--- config.mk ---
export PLATFORM = sky130hd
export DESIGN_NAME = nva_top
export DESIGN_NICKNAME = d
export VERILOG_FILES = /design/src/nva_pkg.sv /design/src/nva_top.sv /design/src/nva_retime.sv /design/src/nva_cmd_reg.sv
export SDC_FILE = /design/constraint.sdc
export NUM_CORES = 1
export LEC_CHECK = 0
export BUFFER_PORTS_ARGS = -buffer_cell sky130_fd_sc_hd__buf_2
export CAP_MARGIN = 20
export CORE_UTILIZATION = 56
export DETAILED_ROUTE_END_ITERATION = 6
export GPL_ROUTABILITY_DRIVEN = 0
export HOLD_SLACK_MARGIN = 0.05
export PLACE_DENSITY = 0.81
export RECOVER_POWER = 50
export SYNTH_ARGS = -nofsm -noshare
export SYNTH_HDL_FRONTEND = slang
export SYNTH_SLANG_ARGS = --single-unit
--- constraint.sdc ---
create_clock -name i_core_clk -period 7.15 [get_ports i_core_clk]
set_input_delay 1.43 -clock i_core_clk [delete_from_list [all_inputs] [get_ports i_core_clk]]
set_output_delay 1.43 -clock i_core_clk [all_outputs]
set_load 0.005 [all_outputs]
--- src/nva_pkg.sv ---
/*
 * shared constants for the serial memory access controller: register
 * layout, command codes, state encodings and serial clock timing.
 * assumes one core clock; every file imports the whole package.
 */
package nva_pkg;
   // command/status register layout, same offset on both ports
   localparam logic [7:0] REG_OFS = 8'h3c;
   localparam int CMD_LO = 29;
   localparam int FAIL_BIT = 28;
   localparam int DAT_LO = 16;
   localparam int BE_CMD = 3;
   localparam int BE_DAT = 2;
   // command field codes
   localparam logic [2:0] CMD_LOW = 3'h4;
   localparam logic [2:0] CMD_HIGH = 3'h5;
   localparam logic [2:0] CMD_WRITE = 3'h6;
   localparam logic [2:0] CMD_READ = 3'h7;
   // memory addressing
   localparam int ADDR_W = 11;
   localparam logic [3:0] DEV_CODE = 4'ha;
   localparam logic [10:0] BOOT_FIRST = 11'h040;
   localparam logic [10:0] BOOT_LAST = 11'h07f;
   localparam logic [1:0] ROM_LAST = 2'h3;
   localparam logic [3:0] BIT_ACK = 4'h8;
   // serial clock: core clock divided by 293
   localparam logic [8:0] SCL_DIV = 9'h125;
   localparam logic [8:0] SCL_Q1 = SCL_DIV / 9'h4;
   localparam logic [8:0] SCL_HALF = SCL_DIV / 9'h2;
   localparam logic [8:0] SCL_Q3 = SCL_Q1 + SCL_HALF;
   localparam logic [8:0] SCL_END = SCL_DIV - 9'h1;
   // retiming depth of the local port
   localparam int LOC_STAGES = 2;
   typedef enum logic [1:0] {
      STB_NONE = 2'b00,
      STB_LOW = 2'b01,
      STB_HIGH = 2'b10,
      STB_WDATA = 2'b11
   } nva_strobe_type;
   typedef enum logic [1:0] {
      E_IDLE = 2'b00,
      E_START = 2'b01,
      E_BYTE = 2'b10,
      E_STOP = 2'b11
   } nva_eng_type;
   typedef enum logic [2:0] {
      OWN_NONE = 3'b000,
      OWN_BOOT = 3'b001,
      OWN_HOST = 3'b010,
      OWN_LOC = 3'b011,
      OWN_ROM = 3'b100
   } nva_own_type;
endpackage

--- src/nva_top.sv ---
/*
 * serial memory access controller: boot read, expansion rom window
 * with delayed completion, two command registers and a two-wire
 * byte engine with acknowledge polling.
 * assumes all inputs synchronous to i_core_clk and pull-ups outside.
 */
module nva_top
   import nva_pkg::*;
(
   input wire logic i_core_clk,
   input wire logic i_rst,
   input wire logic i_host_wr,
   input wire logic [7:0] i_host_addr,
   input wire logic [3:0] i_host_be,
   input wire logic [31:0] i_host_wdata,
   output logic [31:0] o_host_rdata,
   input wire logic i_loc_wr,
   input wire logic [7:0] i_loc_addr,
   input wire logic [3:0] i_loc_be,
   input wire logic [31:0] i_loc_wdata,
   output logic [31:0] o_loc_rdata,
   input wire logic i_rom_en,
   input wire logic [31:0] i_rom_base,
   input wire logic i_rom_rd,
   input wire logic i_rom_wr,
   input wire logic [31:0] i_rom_addr,
   output logic o_rom_retry,
   output logic o_rom_trdy,
   output logic [31:0] o_rom_data,
   output logic o_cfg_wr,
   output logic [5:0] o_cfg_addr,
   output logic [7:0] o_cfg_data,
   output logic o_boot_done,
   input wire logic i_sda,
   output logic o_sda,
   output logic o_sda_oe,
   output logic o_scl,
   output logic o_scl_oe
);
   nva_eng_type st_r;
   nva_own_type own_r, sel;
   logic [8:0] cnt_r;
   logic [3:0] bit_r;
   logic [7:0] sh_r, rdb_r, wd_r, g_wd, h_wd, l_wd;
   logic [10:0] addr_r, g_addr, h_addr, l_addr, boot_addr_r, rom_ofs_r;
   logic [1:0] step_r, s1, rom_cnt_r;
   logic op_rd_r, poll_r, nxt_poll_r, nack_r, fail_r, done_r, lo_r;
   logic g_rd, h_rd, l_rd, h_req, l_req, grant, is_rd, q1, q3, last;
   logic boot_act_r, rom_act_r, rom_full_r, rom_hit, host_hit, loc_hit;
   logic [31:0] h_stat, l_stat, rom_orig_r, rom_buf_r;
   logic [44:0] loc_q;
   logic [10:0] rom_diff;

   // address byte sequence: device code, low address, then data, or the device code again for a read
   function automatic logic [7:0] byte_of(input logic [1:0] s,
      input logic rd, input logic [10:0] a, input logic [7:0] d);
      if (s == 2'h0) byte_of = {DEV_CODE, a[10:8], 1'b0};
      else if (s == 2'h1) byte_of = a[7:0];
      else if (rd) byte_of = {DEV_CODE, a[10:8], 1'b1};
      else byte_of = d;
   endfunction

   // local port retimed; costs latency but keeps it identical
   nva_retime #(.W(45), .STAGES(LOC_STAGES)) u_loc_rt (
      .i_core_clk(i_core_clk),
      .i_rst(i_rst),
      .i_d({i_loc_wr, i_loc_addr, i_loc_be, i_loc_wdata}),
      .o_q(loc_q)
   );

   assign host_hit = i_host_wr && (i_host_addr == REG_OFS);
   assign loc_hit = loc_q[44] && (loc_q[43:36] == REG_OFS);

   nva_cmd_reg u_host (
      .i_core_clk(i_core_clk),
      .i_rst(i_rst),
      .i_wr(host_hit),
      .i_be(i_host_be),
      .i_wdata(i_host_wdata),
      .i_grant(grant && sel == OWN_HOST),
      .i_done(done_r && own_r == OWN_HOST),
      .i_fail(fail_r),
      .i_rdata(rdb_r),
      .o_req(h_req),
      .o_rd(h_rd),
      .o_addr(h_addr),
      .o_wdata(h_wd),
      .o_status(h_stat)
   );

   nva_cmd_reg u_loc (
      .i_core_clk(i_core_clk),
      .i_rst(i_rst),
      .i_wr(loc_hit),
      .i_be(loc_q[35:32]),
      .i_wdata(loc_q[31:0]),
      .i_grant(grant && sel == OWN_LOC),
      .i_done(done_r && own_r == OWN_LOC),
      .i_fail(fail_r),
      .i_rdata(rdb_r),
      .o_req(l_req),
      .o_rd(l_rd),
      .o_addr(l_addr),
      .o_wdata(l_wd),
      .o_status(l_stat)
   );

   // fixed priority: boot, host, local, then rom; each request waits until the engine is free
   always_comb begin
      sel = OWN_NONE;
      g_rd = 1'b1;
      g_addr = boot_addr_r;
      g_wd = h_wd;
      if (boot_act_r) begin
         sel = OWN_BOOT;
      end else if (h_req) begin
         sel = OWN_HOST;
         g_rd = h_rd;
         g_addr = h_addr;
      end else if (l_req) begin
         sel = OWN_LOC;
         g_rd = l_rd;
         g_addr = l_addr;
         g_wd = l_wd;
      end else if (rom_act_r && !rom_full_r) begin
         sel = OWN_ROM;
         g_addr = rom_ofs_r + {9'h000, rom_cnt_r};
      end
   end

   // no grant in the done cycle: owner counters step on that edge
   assign grant = (st_r == E_IDLE) && !done_r && (sel != OWN_NONE);
   assign q1 = cnt_r == SCL_Q1;
   assign q3 = cnt_r == SCL_Q3;
   assign last = cnt_r == SCL_END;
   assign is_rd = op_rd_r && (step_r == 2'h3);
   assign s1 = step_r + 2'h1;

   // serial clock divider, runs only during an operation
   always_ff @(posedge i_core_clk) begin
      if (i_rst || st_r == E_IDLE) cnt_r <= 9'h000;
      else if (last) cnt_r <= 9'h000;
      else cnt_r <= cnt_r + 9'h001;
   end

   // clock low for the first half of each bit, released when idle
   always_ff @(posedge i_core_clk) begin
      if (i_rst) begin
         o_scl_oe <= 1'b0;
         lo_r <= 1'b0;
      end else begin
         o_scl_oe <= (st_r != E_IDLE) && (cnt_r < SCL_HALF);
         lo_r <= 1'b0;
      end
   end

   // byte engine: start, bytes with ack, repeated start, stop, poll
   always_ff @(posedge i_core_clk) begin
      if (i_rst) begin
         st_r <= E_IDLE;
         own_r <= OWN_NONE;
         o_sda_oe <= 1'b0;
         {op_rd_r, poll_r, nxt_poll_r, nack_r, fail_r, done_r} <= '0;
         {bit_r, step_r, sh_r, rdb_r, wd_r, addr_r} <= '0;
      end else begin
         done_r <= 1'b0;
         case (st_r)
            E_IDLE: begin
               o_sda_oe <= 1'b0;
               if (grant) begin
                  own_r <= sel;
                  op_rd_r <= g_rd;
                  addr_r <= g_addr;
                  wd_r <= g_wd;
                  step_r <= 2'h0;
                  poll_r <= 1'b0;
                  fail_r <= 1'b0;
                  st_r <= E_START;
               end
            end
            E_START: begin
               if (q1) o_sda_oe <= 1'b0;
               if (q3) o_sda_oe <= 1'b1; // data falls, clock high
               if (last) begin
                  st_r <= E_BYTE;
                  bit_r <= 4'h0;
                  sh_r <= byte_of(step_r, op_rd_r, addr_r, wd_r);
               end
            end
            E_BYTE: begin
               if (q1) o_sda_oe <= (bit_r != BIT_ACK) && !is_rd && !sh_r[7];
               if (q3 && bit_r != BIT_ACK) rdb_r <= {rdb_r[6:0], i_sda};
               if (q3 && bit_r == BIT_ACK) nack_r <= i_sda;
               if (last && bit_r != BIT_ACK) begin
                  bit_r <= bit_r + 4'h1;
                  sh_r <= {sh_r[6:0], 1'b0};
               end else if (last) begin
                  bit_r <= 4'h0;
                  nxt_poll_r <= 1'b0;
                  if (is_rd || poll_r) begin
                     st_r <= E_STOP; // master leaves read byte unacked
                     nxt_poll_r <= poll_r && nack_r;
                  end else if (nack_r) begin
                     st_r <= E_STOP;
                     fail_r <= 1'b1;
                  end else if (!op_rd_r && step_r == 2'h2) begin
                     st_r <= E_STOP;
                     nxt_poll_r <= 1'b1;
                  end else begin
                     step_r <= s1;
                     sh_r <= byte_of(s1, op_rd_r, addr_r, wd_r);
                     if (op_rd_r && step_r == 2'h1) st_r <= E_START;
                  end
               end
            end
            E_STOP: begin
               if (q1) o_sda_oe <= 1'b1;
               if (q3) o_sda_oe <= 1'b0; // data rises, clock high
               if (last && nxt_poll_r) begin
                  poll_r <= 1'b1;
                  step_r <= 2'h0;
                  st_r <= E_START;
               end else if (last) begin
                  st_r <= E_IDLE;
                  done_r <= 1'b1;
               end
            end
            default: st_r <= E_IDLE;
         endcase
      end
   end

   // boot read of the configuration image, stops on a missing memory
   always_ff @(posedge i_core_clk) begin
      if (i_rst) begin
         boot_act_r <= 1'b1;
         boot_addr_r <= BOOT_FIRST;
         o_boot_done <= 1'b0;
         o_cfg_wr <= 1'b0;
         o_cfg_addr <= 6'h00;
         o_cfg_data <= 8'h00;
      end else begin
         o_cfg_wr <= 1'b0;
         if (done_r && own_r == OWN_BOOT) begin
            o_cfg_wr <= !fail_r;
            o_cfg_addr <= addr_r[5:0];
            o_cfg_data <= rdb_r;
            boot_addr_r <= boot_addr_r + 11'h001;
            if (fail_r || addr_r == BOOT_LAST) begin
               boot_act_r <= 1'b0;
               o_boot_done <= 1'b1;
            end
         end
      end
   end

   // rom window: 2K aligned, offset rounded down to a word
   assign rom_hit = i_rom_en &&
      (i_rom_addr[31:ADDR_W] == i_rom_base[31:ADDR_W]);
   assign rom_diff = i_rom_addr[10:0] - i_rom_base[10:0];

   // delayed read: one held transaction, retried until it matches
   always_ff @(posedge i_core_clk) begin
      if (i_rst) begin
         {o_rom_retry, o_rom_trdy, rom_act_r, rom_full_r} <= '0;
         {rom_cnt_r, rom_ofs_r, rom_orig_r, rom_buf_r, o_rom_data} <= '0;
      end else begin
         o_rom_retry <= 1'b0;
         o_rom_trdy <= 1'b0;
         if (rom_hit && i_rom_wr) begin
            o_rom_trdy <= 1'b1;
         end else if (rom_hit && i_rom_rd) begin
            if (rom_full_r && i_rom_addr == rom_orig_r) begin
               o_rom_trdy <= 1'b1;
               o_rom_data <= rom_buf_r;
               rom_act_r <= 1'b0;
               rom_full_r <= 1'b0;
            end else begin
               o_rom_retry <= 1'b1;
               if (!rom_act_r) begin
                  rom_act_r <= 1'b1;
                  rom_orig_r <= i_rom_addr;
                  rom_ofs_r <= {rom_diff[10:2], 2'b00};
                  rom_cnt_r <= 2'h0;
               end
            end
         end
         if (done_r && own_r == OWN_ROM) begin
            rom_buf_r[rom_cnt_r*8+:8] <= rdb_r;
            rom_cnt_r <= rom_cnt_r + 2'h1;
            if (rom_cnt_r == ROM_LAST) rom_full_r <= 1'b1;
         end
      end
   end

   // register read data and open-drain low level, all from flops
   always_ff @(posedge i_core_clk) begin
      if (i_rst) begin
         o_host_rdata <= 32'h0000_0000;
         o_loc_rdata <= 32'h0000_0000;
      end else begin
         o_host_rdata <= h_stat;
         o_loc_rdata <= l_stat;
      end
   end
   assign o_sda = lo_r;
   assign o_scl = lo_r;
endmodule

--- src/nva_retime.sv ---
/*
 * fixed-depth retiming pipeline for the local register port.
 * assumes the local side is already synchronous to the core clock.
 */
module nva_retime
   import nva_pkg::*;
#(
   parameter int W = 1,
   parameter int STAGES = LOC_STAGES
) (
   input wire logic i_core_clk,
   input wire logic i_rst,
   input wire logic [W-1:0] i_d,
   output logic [W-1:0] o_q
);
   logic [W-1:0] pipe_r [STAGES];

   // one flop per stage; adds latency, never drops a write
   for (genvar g = 0; g < STAGES; g++) begin : g_stage
      always_ff @(posedge i_core_clk) begin
         if (i_rst) begin
            pipe_r[g] <= '0;
         end else if (g == 0) begin
            pipe_r[g] <= i_d;
         end else begin
            pipe_r[g] <= pipe_r[(g == 0) ? 0 : g - 1];
         end
      end
   end

   assign o_q = pipe_r[STAGES-1];
endmodule

--- src/nva_cmd_reg.sv ---
/*
 * one command/status register: load strobes, address and data
 * holding registers, busy and no-ack flags, pending request.
 * assumes a single word write with byte enables per access.
 */
module nva_cmd_reg
   import nva_pkg::*;
(
   input wire logic i_core_clk,
   input wire logic i_rst,
   input wire logic i_wr,
   input wire logic [3:0] i_be,
   input wire logic [31:0] i_wdata,
   input wire logic i_grant,
   input wire logic i_done,
   input wire logic i_fail,
   input wire logic [7:0] i_rdata,
   output logic o_req,
   output logic o_rd,
   output logic [10:0] o_addr,
   output logic [7:0] o_wdata,
   output logic [31:0] o_status
);
   nva_strobe_type stb_r, eff;
   logic [7:0] alo_r, wd_r, dbyte_r;
   logic [2:0] ahi_r, cmd;
   logic busy_r, sent_r, rd_r, fail_r, cmd_ok, dat_ok, begin_c;

   // command decode shared by strobe update and data steering
   function automatic nva_strobe_type stb_of(input logic [2:0] c);
      if (!c[2]) stb_of = STB_WDATA;
      else if (c == CMD_LOW) stb_of = STB_LOW;
      else if (c == CMD_HIGH) stb_of = STB_HIGH;
      else stb_of = STB_NONE;
   endfunction

   // commands are ignored while busy, software waits for ready
   assign cmd = i_wdata[CMD_LO+:3];
   assign cmd_ok = i_wr && i_be[BE_CMD] && !busy_r;
   assign dat_ok = i_wr && i_be[BE_DAT] && !busy_r;
   assign begin_c = cmd_ok && cmd[2] && cmd[1];
   // a wide write applies its command before its data byte
   assign eff = !cmd_ok ? stb_r :
      (cmd == CMD_WRITE) ? STB_WDATA : stb_of(cmd);

   // only one load strobe at a time, encoded so
   always_ff @(posedge i_core_clk) begin
      if (i_rst) begin
         stb_r <= STB_NONE;
      end else if (cmd_ok) begin
         stb_r <= stb_of(cmd);
      end
   end

   // data byte goes where the strobe points
   always_ff @(posedge i_core_clk) begin
      if (i_rst) begin
         alo_r <= 8'h00;
         ahi_r <= 3'h0;
         wd_r <= 8'h00;
      end else if (dat_ok) begin
         if (eff == STB_LOW) alo_r <= i_wdata[DAT_LO+:8];
         else if (eff == STB_HIGH) ahi_r <= i_wdata[DAT_LO+:3];
         else if (eff == STB_WDATA) wd_r <= i_wdata[DAT_LO+:8];
      end
   end

   // busy, launch and result flags
   always_ff @(posedge i_core_clk) begin
      if (i_rst) begin
         busy_r <= 1'b0;
         sent_r <= 1'b0;
         rd_r <= 1'b0;
         fail_r <= 1'b0;
         dbyte_r <= 8'h00;
      end else begin
         if (begin_c) begin
            busy_r <= 1'b1;
            sent_r <= 1'b0;
            rd_r <= cmd[0];
            fail_r <= 1'b0;
         end else if (i_done) begin
            busy_r <= 1'b0;
            fail_r <= i_fail;
         end
         if (i_grant) sent_r <= 1'b1;
         if (i_done && rd_r) dbyte_r <= i_rdata;
         else if (dat_ok) dbyte_r <= i_wdata[DAT_LO+:8];
      end
   end

   assign o_req = busy_r && !sent_r;
   assign o_rd = rd_r;
   assign o_addr = {ahi_r, alo_r};
   assign o_wdata = wd_r;
   assign o_status = {busy_r, 2'b00, fail_r, 4'h0, dbyte_r, 16'h0000};
endmodule

Word-level counts from Yosys, hierarchy flattened
Memories as Yosys holds them, arrays and structs flattened.
Index checks and enable logic that the tools add are counted.
{"block": "word_totals", "regBits": 332, "ramBits": 90, "out_inout_bits": 118, "word_cells": 342, "n_memories": 1}
{"name": "u_loc_rt.pipe_r", "depth": 2, "word_bits": 45, "rd": 2, "rd_clocked_by_memory_dff": 0, "wr": 2, "line_no": "nva_retime.sv:16", "text": "logic [W-1:0] pipe_r [STAGES];"}
{"block": "classes", "add_sub_neg": 8, "n_lt_le_gt_ge": 1, "n_eq_ne": 57, "n_shift": 2, "mux": 108, "bitwise": 13, "n_reduce_logical": 98}
{"operator": "8-bit two-way mux", "count": 18}
{"operator": "45-bit two-way mux", "count": 2}
{"operator": "2-bit two-way mux", "count": 32}
{"operator": "11-bit two-way mux", "count": 4}
{"operator": "1-bit logical AND", "count": 42}
{"operator": "1-bit two-way mux", "count": 38}
{"operator": "5-bit negation with 34-bit output", "count": 1}
{"operator": "8-bit by 34-bit variable shift with 32-bit output (first input constant)", "count": 1}
{"operator": "8-bit by 34-bit variable part select with 32-bit output", "count": 1}
{"operator": "32-bit bitwise mux", "count": 1}
{"operator": "32-bit equality test", "count": 1}
{"operator": "2-bit nonzero test", "count": 11}
{"operator": "21-bit equality test", "count": 1}
{"operator": "3-bit equality test (second input constant)", "count": 7}
{"operator": "3-bit inequality test (second input constant)", "count": 7}
{"operator": "2-bit inequality test (second input constant)", "count": 10}
{"operator": "2-bit equality test (second input constant)", "count": 9}
{"operator": "3-bit AND reduction", "count": 6}
{"operator": "6-bit AND reduction", "count": 3}
{"operator": "8-bit by 6-bit equality test with 1-bit output (second input constant)", "count": 2}
{"operator": "8-bit one-hot mux with 2 select lines", "count": 1}
{"operator": "4-bit AND reduction", "count": 4}
{"operator": "2-bit AND reduction", "count": 7}
{"operator": "3-bit by 2-bit equality test with 1-bit output (second input constant)", "count": 4}
{"operator": "33 further kinds", "count": 74}

Depth between registers and ports, before layout
{"block": "depth", "depth_word": 10, "depth_mapped": 12, "mapped_depth_nobuf": 11}

By module
A second synthesis with hierarchy kept.
{"block": "unflattened", "cells_unflattened": 1962, "hier_area_um2": 17601.9}
{"module": "nva_top", "instances": 1, "cells_each": 1380, "area_per_inst_um2": 11906.4, "seq_area_each_um2": 5325.1}
{"module": "nva_cmd_reg", "instances": 2, "cells_each": 196, "area_per_inst_um2": 1609.0, "seq_area_each_um2": 660.6}
{"module": "nva_retime", "instances": 1, "cells_each": 190, "area_per_inst_um2": 2477.4, "seq_area_each_um2": 1801.7}

Least setup slack after synthesis
Ideal clock, no wire load.
{"block": "synth_timing", "path_type": "input to register", "from": "input port i_host_addr[0]", "to": "register u_host.wd_r[0] (netlist: u_host.o_wdata[0])", "setup_time_ps": 128, "t_arrival_ps": 3179, "t_required_ps": 7022, "slack_ps": 3843, "cell_stages": 11, "path_buffers": 1, "cell_sequence": "nand4bb_1 -> nor4_1 -> and2_1 -> nand2_1 -> nor2_1 -> nor2_1 -> ha_1 -> and3_1 -> buf_2 -> mux2i_1 -> nor2_1"}
{"block": "synth_via", "elab_chain_len": 8}
{"item": "start: declaration", "line_no": "nva_top.sv:13", "text": "input wire logic [7:0] i_host_addr,"}
{"item": "8-bit by 6-bit equality test with 1-bit output *", "line_no": "nva_top.sv:71", "text": "assign host_hit = i_host_wr && (i_host_addr == REG_OFS);"}
{"item": "1-bit logical AND *", "line_no": "nva_top.sv:71"}
{"item": "1-bit logical AND (2 in a row)", "line_no": "nva_cmd_reg.sv:39", "text": "assign cmd_ok = i_wr && i_be[BE_CMD] && !busy_r;"}
{"item": "2-bit two-way mux", "line_no": "nva_cmd_reg.sv:43", "text": "assign eff = !cmd_ok ? stb_r :"}
{"item": "2-bit equality test or 2-bit by 1-bit equality test with 1-bit output (tied branches)", "line_no": "nva_cmd_reg.sv:63, nva_cmd_reg.sv:62"}
{"item": "1-bit inverter (no line)"}
{"item": "4-bit AND reduction (no line) *"}
{"item": "end signal: assignment", "line_no": "nva_cmd_reg.sv:64", "text": "else if (eff == STB_WDATA) wd_r <= i_wdata[DAT_LO+:8];"}
{"item": "end: declaration", "line_no": "nva_cmd_reg.sv:25", "text": "logic [7:0] alo_r, wd_r, dbyte_r;"}
Every way passes the cells marked *; elsewhere a longest branch is shown, timed or not.
A chain may end at the register's enable or synchronous reset.

Worst setup path in the final report
{"block": "layout_timing", "from": "input port i_rst", "to": "register u_host.ahi_r[2]"}
{"item": "start: declaration", "line_no": "nva_top.sv:11", "text": "input wire logic i_rst,"}
{"item": "end signal: assignment", "line_no": "nva_cmd_reg.sv:63", "text": "else if (eff == STB_HIGH) ahi_r <= i_wdata[DAT_LO+:3];"}
{"item": "end: declaration", "line_no": "nva_cmd_reg.sv:26", "text": "logic [2:0] ahi_r, cmd;"}
No word-level cell between the ends.

==> impl_metrics.json <==
{
  "clock_skew_ps": 12.2,
  "final_common_cell": "dfxtp_1",
  "synth-seq-cells": 332,
  "hold_class": "register to register",
  "die_h_microns": 163,
  "rsz0062_at_grt": "false",
  "internal_power_mw": 3.34,
  "drive_above_1_share_pct": 12.7,
  "ys_seq_area_share_pct": 45.5,
  "grt_first_pass_wirelength_microns": 54000,
  "viasPerCell": 5.53,
  "crit_required_ps": 7490,
  "crit_path_cell_trace": "clkbuf_2 -> buf_4 -> a21oi_1",
  "vias": 11853,
  "yosys.area.top_type": "dfxtp_1",
  "async_reset_ff_share_pct": 0,
  "leakagePower_nw": 6.21,
  "io_pins": 278,
  "place_ws_ps": 3380,
  "cp_slowest_cell": "clkbuf_2",
  "dp_hpwl_microns": 23200,
  "reg2reg_from": "st_r[0]",
  "port_buffers": 185,
  "final_cell_mix": "dfxtp_1 (332), nor2_1 (223), nand2_1 (183), buf_2 (145)",
  "wl_per_cell_microns": 15.9,
  "clk_path_buf_depth": 3,
  "synthCells": 1651,
  "n_antenna_cell": 0,
  "arrival_ps": 4970,
  "clk_latency_ps": 520,
  "cellPowerDensity_nw_per_um2": 273,
  "post-cts-setup-buffers": 0,
  "synth.avg_cell_area_sq_um": 8.84,
  "drt_pass1_iterations": 7,
  "cts_tree": "built",
  "postRouteAntennaNets": 0,
  "max_freq_mhz": 216,
  "setup_viol": 0,
  "critical_path_class": "primary input to register",
  "synth_edf_count": 0,
  "yosys.area.top_type_share_pct": 45.5,
  "clock_power_share_pct": 43.0,
  "slew_violations": 170,
  "holdPathStages": 1,
  "clk_pin_slew_worst_paths_ps": 60,
  "violations": "design-rule violations, max-capacitance violations, max-slew violations",
  "drt_iter0_markers": 1129,
  "ff2ff_setup_slack_ps": 3940,
  "power_frac_comb_pct": 12.8,
  "antenna_found_initial": 0,
  "min_period_ps": 4630,
  "h-tree-depth": 2,
  "critPathMaxStageDelay_ps": 2210,
  "dieArea_sq_um": 26700,
  "track_usage_pct": 25.0,
  "drc": 7,
  "cap_violations": 1,
  "r2r_end": "sh_r[6]",
  "synth.distinct_cells": 81,
  "grt_max_degree": 170,
  "peakVddDrop_mv": 0.174,
  "synth_area_leaders": "dfxtp_1 (46%), mux2i_1 (7.8%), nor2_1 (5.7%), nand2_1 (4.7%), a21oi_1 (3.9%)",
  "period_share_pct": 64.7,
  "rows": 58,
  "syn_to_final_growth_pct": 13.5,
  "hold_end": "u_loc_rt.pipe_r[1][43]",
  "tns_ps": 0,
  "swShare_pct": 26.1,
  "r2r.worst_path.cells": 8,
  "hold_violations": 0,
  "start_util_pct": 57.5,
  "min_from": "u_loc_rt.pipe_r[0][43]",
  "die_w_microns": 163,
  "cts-root-buf": "clkbuf_16",
  "fill_cells": 2095,
  "switching_power_mw": 1.18,
  "worstSetupEndpointType": "register",
  "numCtsBuffers": 37,
  "startpoint_type": "primary input",
  "status": "finished with violations",
  "ys_warn_count": 0,
  "cts_sinks": 332,
  "drt_wl_total_microns": 34000,
  "critPathMaxFanout": 169,
  "hold_buffers": 0,
  "cts_resized": 0,
  "core_sq_um": 25400,
  "synthFlopType": "dfxtp_1",
  "p_seq_share_pct": 44.2,
  "syn-cell-area_sq_um": 14600,
  "grt_pass1_vias": 11094,
  "worst_slack_ps": 2520,
  "tightest_slew_ps": 3270,
  "maxSlewHeadroom_pct": -118,
  "final_nets": 1980,
  "grt_overflow": 0
}
stage by stage:
stage                     area (sq um)  instances  utilization, %  hold WS (ps)  power (mW)
final                            16600       2143            65.2           433        4.52
after CTS                        16600       2141            65.4           435        4.53
after floorplan                  14800       1696               -           414        2.48
after global routing             16600       2143            65.2           453        4.70
after detailed placement         15300       2073            60.4           421        2.60
after global placement           15300       2072            60.3           419        2.58
worst max-delay path: cells and delay by family:
family / cells / cell delay [ps]
buffers and inverters: 2 / 3250
AO/OA/AOI/OAI: 1 / 150
cell type report:
type,instances,area [sq um],area share (%)
clock buffer,56,1110,6.70
timing repair buffer,193,961,5.80
clock inverter,12,158,0.952
multi-input combinational,1177,7120,43.0
sequential,332,6650,40.1
tap,330,413,2.49
inverter,43,161,0.974
layer usage:
layer / up-vias / GRT usage, % / share of wire, %
li1: 5806 / - / -
met1: 5540 / 32.9 / 43
met2: 430 / 41.0 / 46
met3: 77 / 4.29 / 7.1
met4: 0 / 8.92 / 3.5
met5: - / 0 / 0
flip-flops by register name, indices dropped and copies added, names as in the netlist, 6 cells and up:
register,flops
u_loc_rt.pipe_r,44
o_rom_data,32
rom_buf_r,32
rom_orig_r,32
addr_r,11
boot_addr_r,11
o_host_rdata,10
o_loc_rdata,10
cnt_r,9
rom_ofs_r,9
o_cfg_data,8
rdb_r,8
sh_r,8
u_host.alo_r,8
u_host.dbyte_r,8
u_host.o_wdata,8
u_loc.alo_r,8
u_loc.dbyte_r,8
u_loc.o_wdata,8
wd_r,8
o_cfg_addr,6
logic make-up (layout without fill, tap and decap cells):
kind of cell | count (synthesis) | count (layout) | synth area share [%]
mux | 115 | 115 | 7.92
simple gates | 662 | 662 | 21.2
fa+ha+maj | 36 | 36 | 3.09
other cells | 1 | 46 | 0.0257
buf+inv | 187 | 304 | 6.93
flops | 332 | 332 | 45.5
compound gates | 240 | 240 | 10.7
xor+xnor | 78 | 78 | 4.68
power by group through the flow:
stage                     Combinational, mW  Clock [mW]  Sequential, mW
after floorplan                       0.472           0            2.00
after global placement                0.553           0            2.03
after detailed placement              0.567           0            2.03
after CTS                             0.570        1.97            1.99
after global routing                  0.648        2.05            2.00
final                                 0.578        1.94            2.00
synthesized netlist by cell type, drive strengths merged (18+ instances only):
library cell  number
nand3             73
nand2            184
nor3              26
ha                36
nor2b             69
a311oi            18
nor2             225
xnor2             60
dfxtp            332
o21ai             20
inv               42
clkbuf            71
a211oi            23
nand4             22
xor2              18
a21oi            116
mux2i            114
buf               72
worst max path at each step:
stage,from,to,slack (ps),cells past startpoint
floorplan,i_host_addr[0],u_host.o_wdata[0],3840,11
global placement,i_rom_addr[24],o_rom_data[9],3260,8
detailed placement,i_rom_addr[11],rom_ofs_r[2],3380,9
CTS,i_host_addr[0],u_host.o_wdata[2],3880,8
global route,i_rst,u_host.ahi_r[2],2210,3
finish,i_rst,u_host.ahi_r[2],2520,3
(Power assumes the default switching activity.)
